### config.mk
export PLATFORM = sky130hd
export DESIGN_NAME = gdi_top
export DESIGN_NICKNAME = d
export VERILOG_FILES = /design/src/shared/gdi_pkg.sv /design/src/hw/gdi_top.sv
export SDC_FILE = /design/constraint.sdc
export NUM_CORES = 1
export LEC_CHECK = 0
export ABC_CLOCK_PERIOD_IN_PS = 2800
export BUFFER_PORTS_ARGS = -buffer_cell sky130_fd_sc_hd__clkbuf_2
export CORE_UTILIZATION = 42
export DETAILED_ROUTE_END_ITERATION = 8
export PLACE_DENSITY = 0.67
export SLEW_MARGIN = 0
export SYNTH_ARGS = -nofsm -noshare
export SYNTH_HDL_FRONTEND = slang
export SYNTH_SLANG_ARGS = --single-unit
### constraint.sdc
create_clock -name clk_sys_i -period 2.8 [get_ports clk_sys_i]
set_clock_uncertainty 0.15 [all_clocks]
set_input_delay 0.56 -clock clk_sys_i [delete_from_list [all_inputs] [get_ports clk_sys_i]]
set_output_delay 0.56 -clock clk_sys_i [all_outputs]
set_load 0.01 [all_outputs]
### src/shared/gdi_pkg.sv
// ****************************************************
// Constants and types of the bus port
// ****************************************************
package gdi_pkg;
   // Timing
   localparam int CLK_NS     = 100;
   localparam int SETTLE_NS  = 2000;
   localparam int SETTLE_CYC = (SETTLE_NS + CLK_NS - 1) / CLK_NS;
   localparam int CNT_W      = 8;
   localparam logic [CNT_W-1:0] SETTLE_LD = CNT_W'(SETTLE_CYC - 1);
   localparam logic [CNT_W-1:0] CNT_ZERO  = 8'h00;
   localparam logic [CNT_W-1:0] CNT_ONE   = 8'h01;

   // Synchronised pin vector layout
   localparam int NPIN   = 15;
   localparam int P_DHI  = 7;
   localparam int P_DAV  = 8;
   localparam int P_NRFD = 9;
   localparam int P_NDAC = 10;
   localparam int P_ATN  = 11;
   localparam int P_IFC  = 12;
   localparam int P_REN  = 13;
   localparam int P_EOI  = 14;

   // Command byte fields
   localparam int GRP_HI    = 6;
   localparam int GRP_LO    = 5;
   localparam int ADR_HI    = 4;
   localparam int SEC_LO    = 4;
   localparam int SENSE_BIT = 3;
   localparam int PPL_HI    = 2;
   localparam int RQS_BIT   = 6;
   localparam logic [1:0] GRP_LAD = 2'h1;
   localparam logic [1:0] GRP_TAD = 2'h2;
   localparam logic [1:0] GRP_SEC = 2'h3;
   localparam logic [2:0] SEC_PPE = 3'h6;
   localparam logic [2:0] SEC_PPD = 3'h7;

   // Interface messages
   localparam logic [6:0] CMD_GTL = 7'h01;
   localparam logic [6:0] CMD_SDC = 7'h04;
   localparam logic [6:0] CMD_PPC = 7'h05;
   localparam logic [6:0] CMD_GET = 7'h08;
   localparam logic [6:0] CMD_LLO = 7'h11;
   localparam logic [6:0] CMD_DCL = 7'h14;
   localparam logic [6:0] CMD_PPU = 7'h15;
   localparam logic [6:0] CMD_SPE = 7'h18;
   localparam logic [6:0] CMD_SPD = 7'h19;
   localparam logic [6:0] CMD_UNL = 7'h3F;
   localparam logic [6:0] CMD_UNT = 7'h5F;

   localparam logic [7:0] BYTE_ZERO = 8'h00;
   localparam logic [7:0] BYTE_ONE  = 8'h01;

   typedef enum logic [2:0] {A_IDLE, A_NRDY, A_RDY, A_ACC, A_WAIT} gdi_ah_t;
   typedef enum logic [1:0] {S_IDLE, S_SETTLE, S_TRANS} gdi_sh_t;
endpackage

### src/hw/gdi_top.sv
// Operation
// - Bytes move eight data lines in parallel
// - D0 is LSB, D7 is MSB
// - IFC low resets interface functions
// - ATN low: interface messages; high: device data
// - Pull SRQ low to request service
// - Remote only while REN is low
// - EOI with ATN high marks last byte
// - EOI with ATN low: answer parallel poll
// - DAV low only with valid data
// - NRFD low holds off; no DAV then
// - NDAC low until byte accepted
// - Full source handshake
// - Full acceptor handshake
// - Listener; own talk address unlistens
// - Talker with serial poll; own listen untalks
// - Full service request
// - Full parallel poll, controller configured
// - Remote/local with local lockout
// - Universal and addressed device clear
// - Addressed trigger raises trigger pulse
`timescale 1ns/1ps
module gdi_top (
   // Clock and reset
   input  wire logic       clk_sys_i,
   input  wire logic       reset_n_i,
   // Bus pins, input side
   input  wire logic [7:0] dio_i,
   input  wire logic       dav_n_i,
   input  wire logic       nrfd_n_i,
   input  wire logic       ndac_n_i,
   input  wire logic       atn_n_i,
   input  wire logic       ifc_n_i,
   input  wire logic       ren_n_i,
   input  wire logic       eoi_n_i,
   // Bus pins, open-drain output side
   output logic [7:0]      dio_o,
   output logic [7:0]      dio_oe_o,
   output logic            dav_n_o,
   output logic            dav_oe_o,
   output logic            nrfd_n_o,
   output logic            nrfd_oe_o,
   output logic            ndac_n_o,
   output logic            ndac_oe_o,
   output logic            eoi_n_o,
   output logic            eoi_oe_o,
   output logic            srq_n_o,
   output logic            srq_oe_o,
   // Configuration and status
   input  wire logic [4:0] my_addr_i,
   input  wire logic       rsv_i,
   input  wire logic [7:0] stb_i,
   input  wire logic       ist_i,
   input  wire logic       local_req_i,
   // Transmit stream
   input  wire logic [7:0] tx_data_i,
   input  wire logic       tx_end_i,
   input  wire logic       tx_valid_i,
   output logic            tx_ready_o,
   // Receive stream
   input  wire logic       rx_ready_i,
   output logic [7:0]      rx_data_o,
   output logic            rx_end_o,
   output logic            rx_valid_o,
   // Device events and state
   output logic            trigger_o,
   output logic            clear_o,
   output logic            remote_o,
   output logic            lockout_o,
   output logic            talker_o,
   output logic            listener_o
);
   import gdi_pkg::*;

   // ****************************************************
   // Pin synchroniser
   // ****************************************************
   logic [NPIN-1:0] raw;
   logic [NPIN-1:0] s1_r;
   logic [NPIN-1:0] s2_r;
   logic [NPIN-1:0] s3_r;
   logic [NPIN-1:0] flt_r;
   logic [NPIN-1:0] flt_nxt;

   assign raw = {eoi_n_i, ren_n_i, ifc_n_i, atn_n_i,
                 ndac_n_i, nrfd_n_i, dav_n_i, dio_i};

   // New level only when stages two and three agree
   always_comb begin
      flt_nxt = (s2_r & s3_r) | (flt_r & (s2_r | s3_r));
   end

   always_ff @(posedge clk_sys_i or negedge reset_n_i) begin
      if (!reset_n_i) begin
         s1_r  <= '1;
         s2_r  <= '1;
         s3_r  <= '1;
         flt_r <= '1;
      end else begin
         s1_r  <= raw;
         s2_r  <= s1_r;
         s3_r  <= s2_r;
         flt_r <= flt_nxt;
      end
   end

   // Asserted-true views of the low-active lines
   logic [7:0] dio_b;
   logic       dav;
   logic       rfd;
   logic       dac;
   logic       atn;
   logic       ifc;
   logic       ren;
   logic       eoi;

   assign dio_b = ~flt_r[P_DHI:0];
   assign dav   = ~flt_r[P_DAV];
   assign rfd   = flt_r[P_NRFD];
   assign dac   = flt_r[P_NDAC];
   assign atn   = ~flt_r[P_ATN];
   assign ifc   = ~flt_r[P_IFC];
   assign ren   = ~flt_r[P_REN];
   assign eoi   = ~flt_r[P_EOI];

   function automatic logic addr_hit(input logic [6:0] c,
                                     input logic [1:0] g,
                                     input logic [4:0] a);
      return (c[GRP_HI:GRP_LO] == g) && (c[ADR_HI:0] == a);
   endfunction

   // ****************************************************
   // Acceptor handshake and interface functions
   // ****************************************************
   gdi_ah_t    ah_r;
   gdi_ah_t    ah_nxt;
   logic       lad_r,  lad_nxt;
   logic       tad_r,  tad_nxt;
   logic       spms_r, spms_nxt;
   logic       rem_r,  rem_nxt;
   logic       llo_r,  llo_nxt;
   logic       ppc_r,  ppc_nxt;
   logic       ppe_r,  ppe_nxt;
   logic       pps_r,  pps_nxt;
   logic [2:0] ppl_r,  ppl_nxt;
   logic [7:0] rxd_r,  rxd_nxt;
   logic       rxe_r,  rxe_nxt;
   logic       rxv_r,  rxv_nxt;
   logic       trg_r,  trg_nxt;
   logic       clr_r,  clr_nxt;
   logic       ah_act;
   logic       take;
   logic [6:0] c;

   assign ah_act = atn || lad_r;
   assign c      = dio_b[6:0];

   always_comb begin
      ah_nxt   = ah_r;
      lad_nxt  = lad_r;
      tad_nxt  = tad_r;
      spms_nxt = spms_r;
      rem_nxt  = rem_r;
      llo_nxt  = llo_r;
      ppc_nxt  = ppc_r;
      ppe_nxt  = ppe_r;
      pps_nxt  = pps_r;
      ppl_nxt  = ppl_r;
      rxd_nxt  = rxd_r;
      rxe_nxt  = rxe_r;
      rxv_nxt  = 1'b0;
      trg_nxt  = 1'b0;
      clr_nxt  = 1'b0;
      take     = 1'b0;
      unique case (ah_r)
         A_IDLE: begin
            if (ah_act)
               ah_nxt = A_NRDY;
         end
         A_NRDY: begin
            if (!ah_act)
               ah_nxt = A_IDLE;
            else if (atn || rx_ready_i)
               ah_nxt = A_RDY;
         end
         A_RDY: begin
            if (!ah_act)
               ah_nxt = A_IDLE;
            else if (!(atn || rx_ready_i))
               ah_nxt = A_NRDY;
            else if (dav) begin
               ah_nxt = A_ACC;
               take   = 1'b1;
            end
         end
         A_ACC: begin
            ah_nxt = A_WAIT;
         end
         A_WAIT: begin
            if (!dav)
               ah_nxt = A_NRDY;
         end
      endcase
      if (take && !atn) begin
         rxd_nxt = dio_b;
         rxe_nxt = eoi;
         rxv_nxt = 1'b1;
      end
      if (local_req_i && !llo_r)
         rem_nxt = 1'b0;
      if (take && atn) begin
         if (c[GRP_HI:GRP_LO] != GRP_SEC)
            ppc_nxt = 1'b0;
         if (c == CMD_UNL)
            lad_nxt = 1'b0;
         else if (addr_hit(c, GRP_LAD, my_addr_i)) begin
            lad_nxt = 1'b1;
            tad_nxt = 1'b0;
            if (ren)
               rem_nxt = 1'b1;
         end
         if (c == CMD_UNT)
            tad_nxt = 1'b0;
         else if (addr_hit(c, GRP_TAD, my_addr_i)) begin
            tad_nxt = 1'b1;
            lad_nxt = 1'b0;
         end else if (c[GRP_HI:GRP_LO] == GRP_TAD)
            tad_nxt = 1'b0;
         if (c[GRP_HI:GRP_LO] == GRP_SEC && ppc_r) begin
            if (c[GRP_HI:SEC_LO] == SEC_PPE) begin
               ppe_nxt = 1'b1;
               pps_nxt = c[SENSE_BIT];
               ppl_nxt = c[PPL_HI:0];
            end else if (c[GRP_HI:SEC_LO] == SEC_PPD)
               ppe_nxt = 1'b0;
         end
         unique case (c)
            CMD_GTL: if (lad_r) rem_nxt = 1'b0;
            CMD_LLO: llo_nxt = 1'b1;
            CMD_SDC: clr_nxt = lad_r;
            CMD_DCL: clr_nxt = 1'b1;
            CMD_GET: trg_nxt = lad_r;
            CMD_PPC: ppc_nxt = lad_r;
            CMD_PPU: ppe_nxt = 1'b0;
            CMD_SPE: spms_nxt = 1'b1;
            CMD_SPD: spms_nxt = 1'b0;
            default: ;
         endcase
      end
      if (!ren) begin
         rem_nxt = 1'b0;
         llo_nxt = 1'b0;
      end
      if (ifc) begin
         lad_nxt  = 1'b0;
         tad_nxt  = 1'b0;
         spms_nxt = 1'b0;
         ppc_nxt  = 1'b0;
      end
   end

   always_ff @(posedge clk_sys_i or negedge reset_n_i) begin
      if (!reset_n_i) begin
         ah_r   <= A_IDLE;
         lad_r  <= 1'b0;
         tad_r  <= 1'b0;
         spms_r <= 1'b0;
         rem_r  <= 1'b0;
         llo_r  <= 1'b0;
         ppc_r  <= 1'b0;
         ppe_r  <= 1'b0;
         pps_r  <= 1'b0;
         ppl_r  <= 3'h0;
         rxd_r  <= BYTE_ZERO;
         rxe_r  <= 1'b0;
         rxv_r  <= 1'b0;
         trg_r  <= 1'b0;
         clr_r  <= 1'b0;
      end else begin
         ah_r   <= ah_nxt;
         lad_r  <= lad_nxt;
         tad_r  <= tad_nxt;
         spms_r <= spms_nxt;
         rem_r  <= rem_nxt;
         llo_r  <= llo_nxt;
         ppc_r  <= ppc_nxt;
         ppe_r  <= ppe_nxt;
         pps_r  <= pps_nxt;
         ppl_r  <= ppl_nxt;
         rxd_r  <= rxd_nxt;
         rxe_r  <= rxe_nxt;
         rxv_r  <= rxv_nxt;
         trg_r  <= trg_nxt;
         clr_r  <= clr_nxt;
      end
   end

   // ****************************************************
   // Source handshake
   // ****************************************************
   gdi_sh_t          sh_r;
   gdi_sh_t          sh_nxt;
   logic [CNT_W-1:0] cnt_r, cnt_nxt;
   logic [7:0]       txb_r, txb_nxt;
   logic             txe_r, txe_nxt;
   logic             txr_r, txr_nxt;
   logic             sps_r, sps_nxt;
   logic             srd_r, srd_nxt;
   logic             tact;
   logic [7:0]       sp_byte;

   assign tact = tad_r && !atn;

   always_comb begin
      sp_byte          = stb_i;
      sp_byte[RQS_BIT] = rsv_i;
      sh_nxt  = sh_r;
      cnt_nxt = cnt_r;
      txb_nxt = txb_r;
      txe_nxt = txe_r;
      txr_nxt = 1'b0;
      sps_nxt = sps_r && !atn;
      srd_nxt = srd_r && rsv_i;
      unique case (sh_r)
         S_IDLE: begin
            cnt_nxt = SETTLE_LD;
            if (tact && spms_r && !sps_r) begin
               txb_nxt = sp_byte;
               txe_nxt = 1'b0;
               sh_nxt  = S_SETTLE;
            end else if (tact && !spms_r && tx_valid_i && !txr_r) begin
               txb_nxt = tx_data_i;
               txe_nxt = tx_end_i;
               sh_nxt  = S_SETTLE;
            end
         end
         S_SETTLE: begin
            if (!tact)
               sh_nxt = S_IDLE;
            else if (cnt_r != CNT_ZERO)
               cnt_nxt = cnt_r - CNT_ONE;
            else if (rfd)
               sh_nxt = S_TRANS;
         end
         S_TRANS: begin
            if (!tact)
               sh_nxt = S_IDLE;
            else if (dac) begin
               sh_nxt = S_IDLE;
               if (spms_r) begin
                  sps_nxt = 1'b1;
                  srd_nxt = txb_r[RQS_BIT];
               end else
                  txr_nxt = 1'b1;
            end
         end
      endcase
   end

   always_ff @(posedge clk_sys_i or negedge reset_n_i) begin
      if (!reset_n_i) begin
         sh_r  <= S_IDLE;
         cnt_r <= CNT_ZERO;
         txb_r <= BYTE_ZERO;
         txe_r <= 1'b0;
         txr_r <= 1'b0;
         sps_r <= 1'b0;
         srd_r <= 1'b0;
      end else begin
         sh_r  <= sh_nxt;
         cnt_r <= cnt_nxt;
         txb_r <= txb_nxt;
         txe_r <= txe_nxt;
         txr_r <= txr_nxt;
         sps_r <= sps_nxt;
         srd_r <= srd_nxt;
      end
   end

   // ****************************************************
   // Pin drivers
   // ****************************************************
   logic [7:0] dio_oe_r, dio_oe_nxt;
   logic       dav_oe_r, dav_oe_nxt;
   logic       nrfd_oe_r, nrfd_oe_nxt;
   logic       ndac_oe_r, ndac_oe_nxt;
   logic       eoi_oe_r, eoi_oe_nxt;
   logic       srq_oe_r, srq_oe_nxt;
   logic       lo_r;
   logic       pp_hit;

   assign pp_hit = atn && eoi && ppe_r && (ist_i == pps_r);

   always_comb begin
      if (sh_r != S_IDLE)
         dio_oe_nxt = txb_r;
      else if (pp_hit)
         dio_oe_nxt = BYTE_ONE << ppl_r;
      else
         dio_oe_nxt = BYTE_ZERO;
      dav_oe_nxt  = sh_r == S_TRANS;
      nrfd_oe_nxt = ah_r inside {A_NRDY, A_ACC, A_WAIT};
      ndac_oe_nxt = ah_r inside {A_NRDY, A_RDY, A_ACC};
      eoi_oe_nxt  = sh_r != S_IDLE && txe_r;
      srq_oe_nxt  = rsv_i && !srd_r;
   end

   always_ff @(posedge clk_sys_i or negedge reset_n_i) begin
      if (!reset_n_i) begin
         dio_oe_r  <= BYTE_ZERO;
         dav_oe_r  <= 1'b0;
         nrfd_oe_r <= 1'b0;
         ndac_oe_r <= 1'b0;
         eoi_oe_r  <= 1'b0;
         srq_oe_r  <= 1'b0;
         lo_r      <= 1'b0;
      end else begin
         dio_oe_r  <= dio_oe_nxt;
         dav_oe_r  <= dav_oe_nxt;
         nrfd_oe_r <= nrfd_oe_nxt;
         ndac_oe_r <= ndac_oe_nxt;
         eoi_oe_r  <= eoi_oe_nxt;
         srq_oe_r  <= srq_oe_nxt;
         lo_r      <= 1'b0;
      end
   end

   assign dio_o      = {8{lo_r}};
   assign dio_oe_o   = dio_oe_r;
   assign dav_n_o    = lo_r;
   assign dav_oe_o   = dav_oe_r;
   assign nrfd_n_o   = lo_r;
   assign nrfd_oe_o  = nrfd_oe_r;
   assign ndac_n_o   = lo_r;
   assign ndac_oe_o  = ndac_oe_r;
   assign eoi_n_o    = lo_r;
   assign eoi_oe_o   = eoi_oe_r;
   assign srq_n_o    = lo_r;
   assign srq_oe_o   = srq_oe_r;
   assign tx_ready_o = txr_r;
   assign rx_data_o  = rxd_r;
   assign rx_end_o   = rxe_r;
   assign rx_valid_o = rxv_r;
   assign trigger_o  = trg_r;
   assign clear_o    = clr_r;
   assign remote_o   = rem_r;
   assign lockout_o  = llo_r;
   assign talker_o   = tad_r;
   assign listener_o = lad_r;
endmodule

; After elaboration in Yosys (flattened, before gate mapping)
; Index checks and enable logic that the tools add are counted.
[word_totals]
output_inout_bits = 43
word_cells = 209
regBits = 121
input_bits = 44
[classes]
n_eq_ne = 40
reduce_logical = 48
mux = 80
n_shift = 1
n_bitwise = 7
n_addsub = 1
[ops]
columns = operator, n
row1 = two-way mux 1 bit, 55
row2 = two-way mux 8 bit, 6
row3 = "== test 7 x 5 -> 1 bit, second input constant", 5
row4 = bitwise AND 15 bit, 2
row5 = OR 15 bit, 2
row6 = two-way mux 3 bit, 7
row7 = logical AND 1 bit, 19
row8 = one-hot mux 8 bit (2 select lines), 1
row9 = "inequality test 3 bit, second input constant", 5
row10 = one-hot mux 3 bit (5 select lines), 1
row11 = "== test 7 x 3 -> 1 bit, second input constant", 2
row12 = two-way mux 2 bit, 7
row13 = AND reduction 3 bit, 4
row14 = nonzero test 2 bit, 6
row15 = "inequality test 2 bit, second input constant", 5
row16 = "== test 3 bit, second input constant", 3
row17 = nonzero test 3 bit, 3
row18 = inverter 8 bit, 1
row19 = AND reduction 2 bit, 4
row20 = AND reduction 4 bit, 2
row21 = nonzero test 8 bit, 1
row22 = "left shift 1 x 3 -> 8 bit, first input constant", 1
row23 = "subtractor 8 x 1 -> 8 bit, second input constant", 1
row24 = "== test 7 x 1 -> 1 bit, second input constant", 1
row25 = 21 further kinds, 33

; Depth between registers and ports, before layout
; Gate-level depths: netlist of the first run.
[depth]
depth_word = 10
ltp_mapped = 6
ltp_nobuf = 6

; Worst setup path after synthesis of the first run
; Ideal clock, no wire load.
[synth_path]
path_type = reg2reg
startpoint = register ah_r[0]
endpoint = register spms_r
arrival_ns = 1.931
setup_slack_ns = 0.597
setup_time_ns = 0.123
period_less_slack_ns = 2.203
path_stages_with_launch = 6
cell_sequence = dfrtp_1 > or4b_4 > or2_0 > clkbuf_2 > or4_4 > mux2i_1
[synth_between]
elab_chain_cells = 5
[synth_rtl]
columns = item, line_no
row1 = from (decl), gdi_top.sv:135  ; gdi_ah_t ah_r;
row2 = from (signal assigned), gdi_top.sv:280  ; ah_r <= ah_nxt;
row3 = == test 3 x 2 -> 1 bit, gdi_top.sv:175  ; unique case (ah_r)
row4 = two-way mux 1 bit, gdi_top.sv:175
row5 = logical AND 1 bit, gdi_top.sv:211  ; if (take && atn) begin
row6 = inequality test 2 x 1 -> 1 bit (no source line), n/a
row7 = AND reduction 2 bit (no source line), n/a
row8 = to (signal assigned), gdi_top.sv:283  ; spms_r <= spms_nxt;
row9 = to (decl), gdi_top.sv:139  ; logic spms_r, spms_nxt;
; Every way passes these cells.
; A chain may end at the register's enable or synchronous reset.

; Worst setup path in the final report of the first run
[layout_path]
startpoint = register ah_r[0]
endpoint = register rem_r (netlist: remote_o)
[layout_between]
elab_chain_cells = 5
[layout_rtl]
columns = item, line_no
row1 = == test 3 x 2 -> 1 bit, gdi_top.sv:175
row2 = two-way mux 1 bit, gdi_top.sv:175
row3 = logical AND 1 bit, gdi_top.sv:211
row4 = two-way mux 1 bit, gdi_top.sv:211
row5 = two-way mux 1 bit, gdi_top.sv:250  ; if (!ren) begin
row6 = named net rem_nxt, gdi_top.sv:140  ; logic rem_r, rem_nxt;
row7 = to (signal assigned), gdi_top.sv:284  ; rem_r <= rem_nxt;
row8 = to (decl), gdi_top.sv:140
; The timed path passes the listed nets, and every way through them passes these cells.

==> results of run 1 <==
==> flip-flops by register name, indices dropped and copies added, names as in the netlist, 2 cells and up <==
name and count:
flt_r 15, s2_r 15, dio_oe_o 8, s3_r 15, txb_r 8, ah_r 3, ppl_r 3, rx_data_o 8
cnt_r 8, s1_r 15, sh_r 2
==> worst max-delay path, cell delays in order (launching register included) <==
cell and delay, ns:
dfrtp_1 0.43, or4b_4 0.59, nor4b_1 0.59, nand4_1 0.16
a221oi_1 0.32
==> cells in the mapped netlist (all sizes together), types with 2 or more instances <==
library cell,n
dfrtp,61
dfstp,60
nand2,39
o21ai,24
inv,21
nor2,18
maj3,15
buf,14
clkbuf,14
mux2i,14
nand3,8
nor3,7
o22ai,7
nand4,6
nor2b,6
xnor2,6
xor2,6
ha,5
nor4,5
o211ai,5
nand3b,3
nor3b,3
a2111oi,2
a221oi,2
a311oi,2
and2,2
and4,2
nand2b,2
nand4b,2
o21a,2
o32ai,2
or2,2
or4,2
==> final timing paths <==
path / start / end / slack [ns] / depth (start not counted)
max: ah_r[0] / remote_o / 0.44 / 4
min: reset_n_i / listener_o / -0.004 / 1
max reg2reg: ah_r[0] / remote_o / 0.44 / 4
min reg2reg: s1_r[14] / s2_r[14] / 0.20 / 0
max in group asynchronous: reset_n_i / s3_r[5] / 1.70 / 2
min in group clk_sys_i: dio_i[1] / s1_r[1] / 0.08 / 1
==> logic make-up after synthesis <==
logic type | share of synthesized area [%]
AO/OA/AOI/OAI | 7.80
XOR/XNOR | 2.21
adder cells (fa/ha/maj) | 4.47
buffers and inverters | 4.94
flip-flops | 65.1
multiplexers | 3.18
other | 0.0787
AND/OR/NAND/NOR | 12.2
==> power groups by stage <==
stage          Clock [mW]  Sequential (mW)  Combinational (mW)
4_1_cts              2.13             2.02               0.387
3_3_place_gp            0             2.04               0.373
2_1_floorplan           0             2.00               0.272
6_report             2.07             2.02               0.378
3_5_place_dp            0             2.05               0.382
5_1_grt              2.20             2.04               0.429
==> placed cells by master, fill, tap and decap left out, types with 3 or more instances in the layout <==
| master | instances |
|---|---|
| clkbuf_2 | 71 |
| dfrtp_1 | 61 |
| dfstp_2 | 60 |
| nand2_1 | 39 |
| o21ai_0 | 24 |
| inv_1 | 21 |
| nor2_1 | 18 |
| clkbuf_16 | 17 |
| maj3_1 | 15 |
| mux2i_1 | 14 |
| conb_1 | 13 |
| nand3_1 | 8 |
| o22ai_1 | 7 |
| nor3_1 | 7 |
| xor2_1 | 6 |
| xnor2_1 | 6 |
| nand4_1 | 6 |
| nor2b_1 | 6 |
| nor4_1 | 5 |
| o211ai_1 | 5 |
| ha_1 | 5 |
| inv_6 | 5 |
| nor3b_1 | 3 |
| nand3b_1 | 3 |
| clkinv_4 | 3 |
| buf_4 | 3 |
==> through the flow <==
| step | cell area (µm²) | utilization [%] | worst slack, ns | instances | total power, mW |
|---|---|---|---|---|---|
| 6_report | 5800 | 53.0 | 0.444 | 617 | 4.47 |
| 3_3_place_gp | 5230 | 47.8 | 0.527 | 585 | 2.41 |
| 4_1_cts | 5800 | 53.0 | 0.416 | 617 | 4.54 |
| 3_5_place_dp | 5230 | 47.8 | 0.469 | 585 | 2.43 |
| 5_1_grt | 5800 | 53.0 | 0.278 | 617 | 4.67 |
| 2_1_floorplan | 4810 | - | 0.597 | 398 | 2.28 |
==> area by class of cell <==
| class | count | area, µm² | area share (%) |
|---|---|---|---|
| clock inverters | 14 | 135 | 2.33 |
| repair buffers | 75 | 398 | 6.86 |
| inverters | 21 | 78.8 | 1.36 |
| flip-flops and latches | 121 | 3100 | 53.5 |
| well taps | 140 | 175 | 3.02 |
| clock buffers | 18 | 439 | 7.57 |
| multi-input cells | 228 | 1470 | 25.4 |
==> routing by layer <==
layer	vias to the layer above	wire [µm]	GRT usage [%]	part of all wire [%]
met4	0	144	7.92	1.7
met3	14	512	4.70	6.0
li1	1482	-	-	-
met5	-	0	0	0
met2	96	3890	24.6	45
met1	1438	4010	21.4	47
==> results.ini, run 1 <==
[outcome]
violations = hold timing
status = finished, violations left

[synth]
synth_seq_cells = 121
synth_ff_type = dfrtp_1
yosysTopAreaCellShare_pct = 33.1
yosysUniqueCellTypes = 55
synth_area_leaders = dfstp_2 (33%), dfrtp_1 (32%), maj3_1 (3.2%)
ys_seq_area_share_pct = 65.1
synthCells = 386
postSynthAreaPerCell_um2 = 12.3
synth_edf_count = 0
ys_warn_count = 0
synth_largest_area_cell = dfstp_2
synth.cell_area_um2 = 4760
async_flop_share_pct = 100

[sta]
grt_setup_unrepaired = false
finalHoldViolations = 5
period_minus_slack_ns = 2.36
tightest_slew_ns = 1.03
whs_ns = -0.00370
tns_ns = 0
final.period_utilization_pct = 84.2
final_max_slew_viol_count = 0
relSlewSlack_pct = 30.7
setup-violations-final = 0
fmax_mhz = 424

[power_and_ir_drop]
p_int_mw = 3.33
leakage_nw = 2.65
p_clk_share_pct = 46.4
ir_drop_v = 0.000353
switching_power_mw = 1.14
power_switching_share_pct = 25.5
seq_power_share_pct = 45.2
power.density_nw_per_um2 = 771
comb_power_share_pct = 8.5

[die]
io_pins = 87
dieHeight_um = 108
rows = 38
core_um2 = 10900
die_w_um = 108
start_util_pct = 43.6
dieArea_um2 = 11800

[critical_path]
crit_type = reg2reg
cp_data_arrival_time_ns = 2.51
setup.worst_path.start_class = flip-flop
worstPathRequired_ns = 2.95
crit_path_end_kind = flip-flop
path_max_fanout = 7

[clock_tree]
clk_pin_slew_worst_paths_ns = 0.06
postCtsSetupBuffers = 0
ctsHoldBuffers = 0
post_cts_resize_count = 0
cts_sinks = 121
cts_root_buf = clkbuf_16
cts_buffer_depth = 2
cts_tree = built
h-tree-depth = 4
insertion_delay_ns = 0.41
cts_buffers = 17

[global_routing]
gr-total-overflow = 0
antenna_found_initial = 0
grt_first_pass_wirelength_um = 14400
grt_pass1_vias = 3028
grt_max_degree = 45
grt_usage_pct = 16.2

[placement]
gp_congestion = 0.825
hpwl_um = 5890
port_buffers = 72

[finish]
syn_to_final_growth_pct = 21.7
nFillCells = 926
final_nets = 513
drive_above_1_share_pct = 36.5
n_antenna_cell = 0

[routing]
drc = 0
drtIter0Drc = 162
via_per_inst = 4.91
wire_per_inst_um = 13.9
drtPass1Iterations = 4
num_vias = 3030
drt_wl_total_um = 8560
ant_nets = 0

[worst_hold_path]
hold_class = in2async

[run]
cap_violations = 0

No activity file was read; power rests on OpenSTA's default activity.
==> run 2: changes to the inputs <==
--- a/config.mk
+++ b/config.mk
@@ -5,7 +5,8 @@
 export SDC_FILE = /design/constraint.sdc
 export NUM_CORES = 1
 export LEC_CHECK = 0
-export ABC_CLOCK_PERIOD_IN_PS = 2800
+export ABC_AREA = 1
+export ABC_CLOCK_PERIOD_IN_PS = 2400
 export BUFFER_PORTS_ARGS = -buffer_cell sky130_fd_sc_hd__clkbuf_2
 export CORE_UTILIZATION = 42
 export DETAILED_ROUTE_END_ITERATION = 8
==> constraint.sdc (replaced) <==
create_clock -name clk_sys_i -period 2.4 [get_ports clk_sys_i]
set_clock_uncertainty 0.15 [all_clocks]
set_input_delay 0.48 -clock clk_sys_i [delete_from_list [all_inputs] [get_ports clk_sys_i]]
set_output_delay 0.48 -clock clk_sys_i [all_outputs]
set_load 0.01 [all_outputs]
==> run 2 against run 1 <==
  * The run now ends clean
  * Routed wire length is 6.5% higher
  * Combinational power increased by 130%
  * Sequential power up 22%
  * Fmax grew 16%
  * Worst setup slack got worse by 0.069 ns
  * Highest routed layer unchanged
==> results.ini, run 2 <==
[clock_tree]
h-tree-depth = 4  ; unchanged
cts_sinks = 121  ; unchanged
post_cts_resize_count = 0  ; unchanged
insertion_delay_ns = 0.41  ; about the same
cts_buffer_depth = 2  ; unchanged
cts_root_buf = clkbuf_16  ; unchanged
clk_pin_slew_worst_paths_ns = 0.05  ; was 0.06 ns
cts_buffers = 17  ; unchanged
cts_tree = built  ; unchanged

[synth]
postSynthAreaPerCell_um2 = 10.5  ; was 12.3 µm²
yosysUniqueCellTypes = 36  ; was 55
ys_seq_area_share_pct = 64.4  ; was 65.1%
synth_edf_count = 0  ; unchanged
synthCells = 457  ; was 386
synth_commonest_cells = nand2_1 (82), dfrtp_1 (61), dfstp_2 (60), inv_1 (48), nor2_1 (44)  ; was dfrtp_1 (61), dfstp_2 (60), nand2_1 (39), o21ai_0 (24), inv_1 (21)
synth_area_leaders = dfstp_2 (33%), dfrtp_1 (32%), nand2_1 (6.4%)  ; was dfstp_2 (33%), dfrtp_1 (32%), maj3_1 (3.2%)
synth_ff_type = dfrtp_1  ; unchanged
synth_largest_area_cell = dfstp_2  ; unchanged
yosysTopAreaCellShare_pct = 32.7  ; was 33.1%
async_flop_share_pct = 100  ; unchanged
synth_seq_cells = 121  ; unchanged
synth.cell_area_um2 = 4820  ; was 4760 µm²
ys_warn_count = 0  ; unchanged
yosysMostFrequentCell = nand2_1  ; was dfrtp_1

[finish]
n_antenna_cell = 0  ; unchanged
final_cell_count_no_fill = 711  ; was 617
final_common_cell = nand2_1  ; was clkbuf_2
final_cell_mix = nand2_1 (82), clkbuf_2 (71), dfrtp_1 (61), dfstp_2 (60), inv_1 (48)  ; was clkbuf_2 (71), dfrtp_1 (61), dfstp_2 (60), nand2_1 (39), o21ai_0 (24)
nFillCells = 979  ; was 926
drive_above_1_share_pct = 31.0  ; was 36.5%
syn_to_final_growth_pct = 24.8  ; was 21.7%
final_nets = 607  ; was 513

[placement]
dp_slack_ns = 0.385  ; was 0.469 ns
gp_congestion = 0.796  ; was 0.825
port_buffers = 72  ; unchanged
hpwl_um = 6360  ; was 5890 µm
dp_cells = 663  ; was 585

[critical_path]
slowest_stage = dfstp_2  ; was or4b_4
setup.worst_path.start_class = flip-flop  ; unchanged
path_cells = nand2_2 -> nor2_4 -> nand2_4 -> a21oi_4 -> nor2_1 -> a31oi_1  ; was or4b_4 -> nor4b_1 -> nand4_1 -> a221oi_1
path_max_fanout = 18  ; was 7
worstPathRequired_ns = 2.56  ; was 2.95 ns
crit_type = reg2reg  ; unchanged
crit_path_end_kind = flip-flop  ; unchanged
critPathMaxStageDelay_ns = 0.58  ; was 0.59 ns
cp_data_arrival_time_ns = 2.19  ; was 2.51 ns

[routing]
via_per_inst = 4.72  ; was 4.91
drtPass1Iterations = 6  ; was 4
drc = 0  ; unchanged
drt_wl_total_um = 9110  ; was 8560 µm
drtIter0Drc = 234  ; was 162
num_vias = 3355  ; was 3,030
ant_nets = 0  ; unchanged
wire_per_inst_um = 12.8  ; was 13.9 µm

[sta]
period_minus_slack_ns = 2.03  ; was 2.36 ns
final_max_slew_viol_count = 0  ; unchanged
finalHoldViolations = 0  ; was 5
tns_ns = 0  ; unchanged
relSlewSlack_pct = 63.7  ; was 30.7%
setup_slack_ns = 0.375  ; was 0.444 ns
tightest_slew_ns = 0.545  ; was 1.03 ns
final.period_utilization_pct = 84.4  ; was 84.2%
setup-violations-final = 0  ; unchanged
fmax_mhz = 494  ; was 424 MHz
grt_setup_unrepaired = false  ; unchanged

[power_and_ir_drop]
total_power_mw = 5.58  ; was 4.47 mW
ir_drop_v = 0.000471  ; was 0.000353 V
leakage_nw = 2.87  ; was 2.65 nW
power.density_nw_per_um2 = 929  ; was 771 nW/µm²

[die]
io_pins = 87  ; unchanged
start_util_pct = 43.7  ; was 43.6%
rows = 38  ; unchanged
dieHeight_um = 109  ; was 108 µm
dieArea_um2 = 11900  ; was 11,800 µm²
core_um2 = 11000  ; was 10,900 µm²
die_w_um = 109  ; was 108 µm

[run]
cap_violations = 0  ; unchanged

[global_routing]
grt_first_pass_wirelength_um = 15100  ; was 14,400 µm
antenna_found_initial = 0  ; unchanged
grt_max_degree = 43  ; was 45
grt_usage_pct = 17.1  ; was 16.2%
grt_pass1_vias = 3255  ; was 3,028
gr-total-overflow = 0  ; unchanged

[outcome]
status = finished clean  ; was finished, violations left

[worst_hold_path]
hold_class = in2reg  ; was in2async

==> run 2: final timing paths <==
path,end,slack (ns),cells past startpoint,startpoint
worst max-delay path,txb_r[4],0.37,6,flt_r[11]
worst min-delay path,srq_oe_o,0.15,3,rsv_i
worst max register to register,txb_r[4],0.37,6,flt_r[11]
worst min register to register,s2_r[10],0.20,0,s1_r[10]
max in group asynchronous,flt_r[11],0.97,3,reset_n_i
min in group asynchronous,rx_valid_o,0.45,2,reset_n_i
==> run 2: per-stage QoR <==
stage | util, % | hold WS, ns | instance area (µm²)
finish | 54.5 | 0.154 | 6010
floorplan | - | 0.0344 | 4870
global route | 54.5 | 0.148 | 6010
CTS | 54.5 | 0.130 | 6010
detailed placement | 48.1 | 0.197 | 5310
global placement | 48.1 | 0.195 | 5310
==> run 2: report_power, final <==
part	internal, mW	switching (mW)	leakage [nW]
clock network	1.44	0.819	0.265
registers	2.32	0.144	1.45
logic	0.318	0.540	1.16
total	4.08	1.50	2.87
==> run 2: critical path: cells and delay by family (launching register included) <==
family	cells	cell delay (ns)
and+or+nand+nor	4	0.60
AOI/OAI and AO/OA	2	0.61
DFF	1	0.58
==> run 2: repair_timing <==
| action | 4_1_cts | 5_1_grt |
|---|---|---|
| hold buffers | 16 | 0 |
| buffers inserted | 0 | 0 |
| hold endpoints to repair | 28 | 0 |
==> run 2: logic make-up after synthesis <==
kind of cell,count (synthesis),share of synthesized area [%]
xor+xnor,7,1.27
simple gates,177,16.0
other cells,1,0.0778
fa+ha+maj,20,4.41
compound gates,61,7.09
buf+inv,70,6.75
flops,121,64.4
==> run 2: final cells by class <==
type,instances,area (µm²),area share (%)
sequential,121,3100,51.6
tap,140,175,2.91
multi-input combinational,278,1440,23.9
inverter,50,188,3.12
clock buffer,25,505,8.40
timing repair buffer,90,563,9.36
clock inverter,7,42.5,0.707
==> run 2: layer usage <==
metal	global-route usage, %	wire length (µm)	vias to the layer above
met4	8.98	149	0
met1	20.9	4230	1573
met5	0	0	-
met3	5.62	480	11
li1	-	-	1668
met2	26.8	4260	103
==> run 3: changes to the inputs <==
--- a/config.mk
+++ b/config.mk
@@ -6,11 +6,11 @@
 export NUM_CORES = 1
 export LEC_CHECK = 0
 export ABC_AREA = 1
-export ABC_CLOCK_PERIOD_IN_PS = 2400
+export ABC_CLOCK_PERIOD_IN_PS = 1800
 export BUFFER_PORTS_ARGS = -buffer_cell sky130_fd_sc_hd__clkbuf_2
 export CORE_UTILIZATION = 42
 export DETAILED_ROUTE_END_ITERATION = 8
-export PLACE_DENSITY = 0.67
+export PLACE_DENSITY = 0.69
 export SLEW_MARGIN = 0
 export SYNTH_ARGS = -nofsm -noshare
 export SYNTH_HDL_FRONTEND = slang
==> constraint.sdc (replaced) <==
create_clock -name clk_sys_i -period 1.8 [get_ports clk_sys_i]
set_clock_uncertainty 0.15 [all_clocks]
set_input_delay 0.36 -clock clk_sys_i [delete_from_list [all_inputs] [get_ports clk_sys_i]]
set_output_delay 0.36 -clock clk_sys_i [all_outputs]
set_load 0.01 [all_outputs]
==> run 3 against run 2 <==
  * Final cell count grew 1.8%
  * Highest routed layer unchanged
  * Clock power rose by 44%
  * Worst hold slack lost 0.13 ns
  * Sequential power up 33%
  * Via count grew 2.8%
  * Largest power group unchanged
==> results.ini, run 3 (synthesized netlist as in run 2, its figures left out) <==
[outcome]
status = finished clean  ; unchanged

[critical_path]
path_cells = buf_12 -> inv_1 -> a21oi_2 -> nor3_4 -> nand2_4 -> inv_2 -> nand2_2 -> nand2_1 -> o21ai_0  ; was nand2_2 -> nor2_4 -> nand2_4 -> a21oi_4 -> nor2_1 -> a31oi_1
worstReg2RegStart = flt_r[11]  ; unchanged
crit_type = reg2reg  ; unchanged
setup.worst_path.start_class = flip-flop  ; unchanged
r2r_end = ppl_r[0]  ; was txb_r[4]
crit_start = flt_r[11]  ; unchanged
worstRegToRegCells = 9  ; was 6
worst-path-stages = 9  ; was 6
crit_path_end_kind = flip-flop  ; unchanged
path_max_fanout = 9  ; was 18
path_buf_inv = 3  ; was 0
cp_top_family = simple AND/OR/NAND/NOR gates  ; was compound AO/OA/AOI/OAI gates
slowest_stage = dfstp_2  ; unchanged
regToRegSetupSlack_ns = 0.1  ; was 0.37 ns
critPathMaxStageDelay_ns = 0.39  ; was 0.58 ns
worstPathRequired_ns = 1.93  ; was 2.56 ns
cp_data_arrival_time_ns = 1.83  ; was 2.19 ns

[worst_hold_path]
holdCritStartpoint = rsv_i  ; unchanged
hold_class = in2reg  ; unchanged
min_to = srq_oe_o  ; unchanged
whs_path_depth = 3  ; unchanged

[run]
cap_violations = 0  ; unchanged

[clock_tree]
h-tree-depth = 4  ; unchanged
cts_sinks = 121  ; unchanged
insertion_delay_ns = 0.41  ; about the same
cts_buffers = 17  ; unchanged
clk_pin_slew_worst_paths_ns = 0.06  ; was 0.05 ns
cts_root_buf = clkbuf_16  ; unchanged
cts_tree = built  ; unchanged
cts_buffer_depth = 2  ; unchanged

[sta]
final.period_utilization_pct = 94.6  ; was 84.4%
finalHoldViolations = 0  ; unchanged
final_max_slew_viol_count = 0  ; unchanged
setup-violations-final = 0  ; unchanged
grt_setup_unrepaired = true  ; was false
fmax_mhz = 587  ; was 494 MHz
period_minus_slack_ns = 1.70  ; was 2.03 ns
setup_slack_ns = 0.0964  ; was 0.375 ns

[finish]
syn_to_final_growth_pct = 29.6  ; was 24.8%
drive_above_1_share_pct = 34.8  ; was 31.0%
final_common_cell = nand2_1  ; unchanged
final_cell_mix = nand2_1 (81), clkbuf_2 (71), dfrtp_1 (61), dfstp_2 (60), inv_1 (48)  ; was nand2_1 (82), clkbuf_2 (71), dfrtp_1 (61), dfstp_2 (60), inv_1 (48)
regArea_um2 = 3100  ; unchanged
post-route-cell-area_um2 = 6250  ; was 6010 µm²
utilization_pct = 56.6  ; was 54.5%
n_antenna_cell = 0  ; unchanged
final_nets = 620  ; was 607
nFillCells = 954  ; was 979
multi_input_area_um2 = 1500  ; was 1440 µm²

[global_routing]
grt_pass1_vias = 3314  ; was 3,255
antenna_found_initial = 0  ; unchanged
grt_first_pass_wirelength_um = 15500  ; was 15,100 µm
grt_usage_pct = 17.5  ; was 17.1%
grt_max_degree = 66  ; was 43
gr-total-overflow = 0  ; unchanged

[die]
dieArea_um2 = 11900  ; unchanged
dieHeight_um = 109  ; unchanged
die_w_um = 109  ; unchanged
core_um2 = 11000  ; unchanged
rows = 38  ; unchanged
start_util_pct = 43.7  ; unchanged
io_pins = 87  ; unchanged

[power_and_ir_drop]
total_power_mw = 7.81  ; was 5.58 mW
leakage_nw = 2.98  ; was 2.87 nW
power.density_nw_per_um2 = 1250  ; was 929 nW/µm²
ir_drop_v = 0.000800  ; was 0.000471 V

[placement]
gp_congestion = 0.852  ; was 0.796
dp_slack_ns = 0.0273  ; was 0.385 ns
port_buffers = 72  ; unchanged
placed_area_um2 = 5400  ; was 5310 µm²
hpwl_um = 6510  ; was 6360 µm

[routing]
num_vias = 3448  ; was 3,355
ant_nets = 0  ; unchanged
drtIter0Drc = 279  ; was 234
routed-wl-met2_um = 4450  ; was 4260 µm
via_per_inst = 4.76  ; was 4.72
wl_met3_um = 568  ; was 480 µm
drc = 0  ; unchanged
drt_wl_total_um = 9440  ; was 9110 µm
wl_met1_um = 4300  ; was 4230 µm
top_layer_used = met4  ; unchanged
wire_per_inst_um = 13.0  ; was 12.8 µm
drtPass1Iterations = 4  ; was 6

run 3: final cells by class:
class | instances | area share, %
well taps | 140 | 2.80
clock inverters | 14 | 2.38
multi-input cells | 278 | 24.1
flip-flops and latches | 121 | 49.7
inverters | 50 | 3.00
clock buffers | 18 | 6.87
repair buffers | 103 | 11.2
run 3: worst max-delay path by stage:
stage	slack [ns]	endpoint
final	0.1	ppl_r[0]
after detailed placement	0.03	txb_r[3]
after global routing	-0.02	rx_data_o[4]
after CTS	0.03	txb_r[1]
after global placement	0.08	txb_r[3]
after floorplan	0.14	cnt_r[0]
run 3: what timing repair did:
| action | in CTS | in global routing |
|---|---|---|
| hold endpoints to repair | 79 | 0 |
| setup endpoints to repair | 2 | 25 |
| setup buffers | 0 | 4 |
| hold buffers | 16 | 0 |
| resized for setup | 1 | 16 |
| pin swaps | 1 | 3 |
run 3: power breakdown:
part	switching [mW]	leakage [nW]	internal, mW
logic	0.768	1.26	0.500
clock network	1.22	0.273	2.04
registers	0.191	1.45	3.09
run 3: layer usage:
layer  track usage, %  vias to the layer above
met5                0                        -
met4             8.49                        0
met3             5.56                       13
met2             27.1                      122
met1             22.1                     1632
li1                 -                     1681
run 3: worst min-delay path, stage by stage:
cell,delay (ns)
clkbuf_2,0.09
inv_1,0.06
nor2_1,0.04
run 3: stage by stage:
| step | setup TNS [ns] | instances | hold slack [ns] |
|---|---|---|---|
| floorplan | 0 | 469 | -0.0856 |
| global route | -0.0558 | 724 | 0.0272 |
| CTS | 0 | 720 | 0.000325 |
| finish | 0 | 724 | 0.0270 |
| global placement | 0 | 672 | 0.0374 |
| detailed placement | 0 | 672 | 0.0400 |
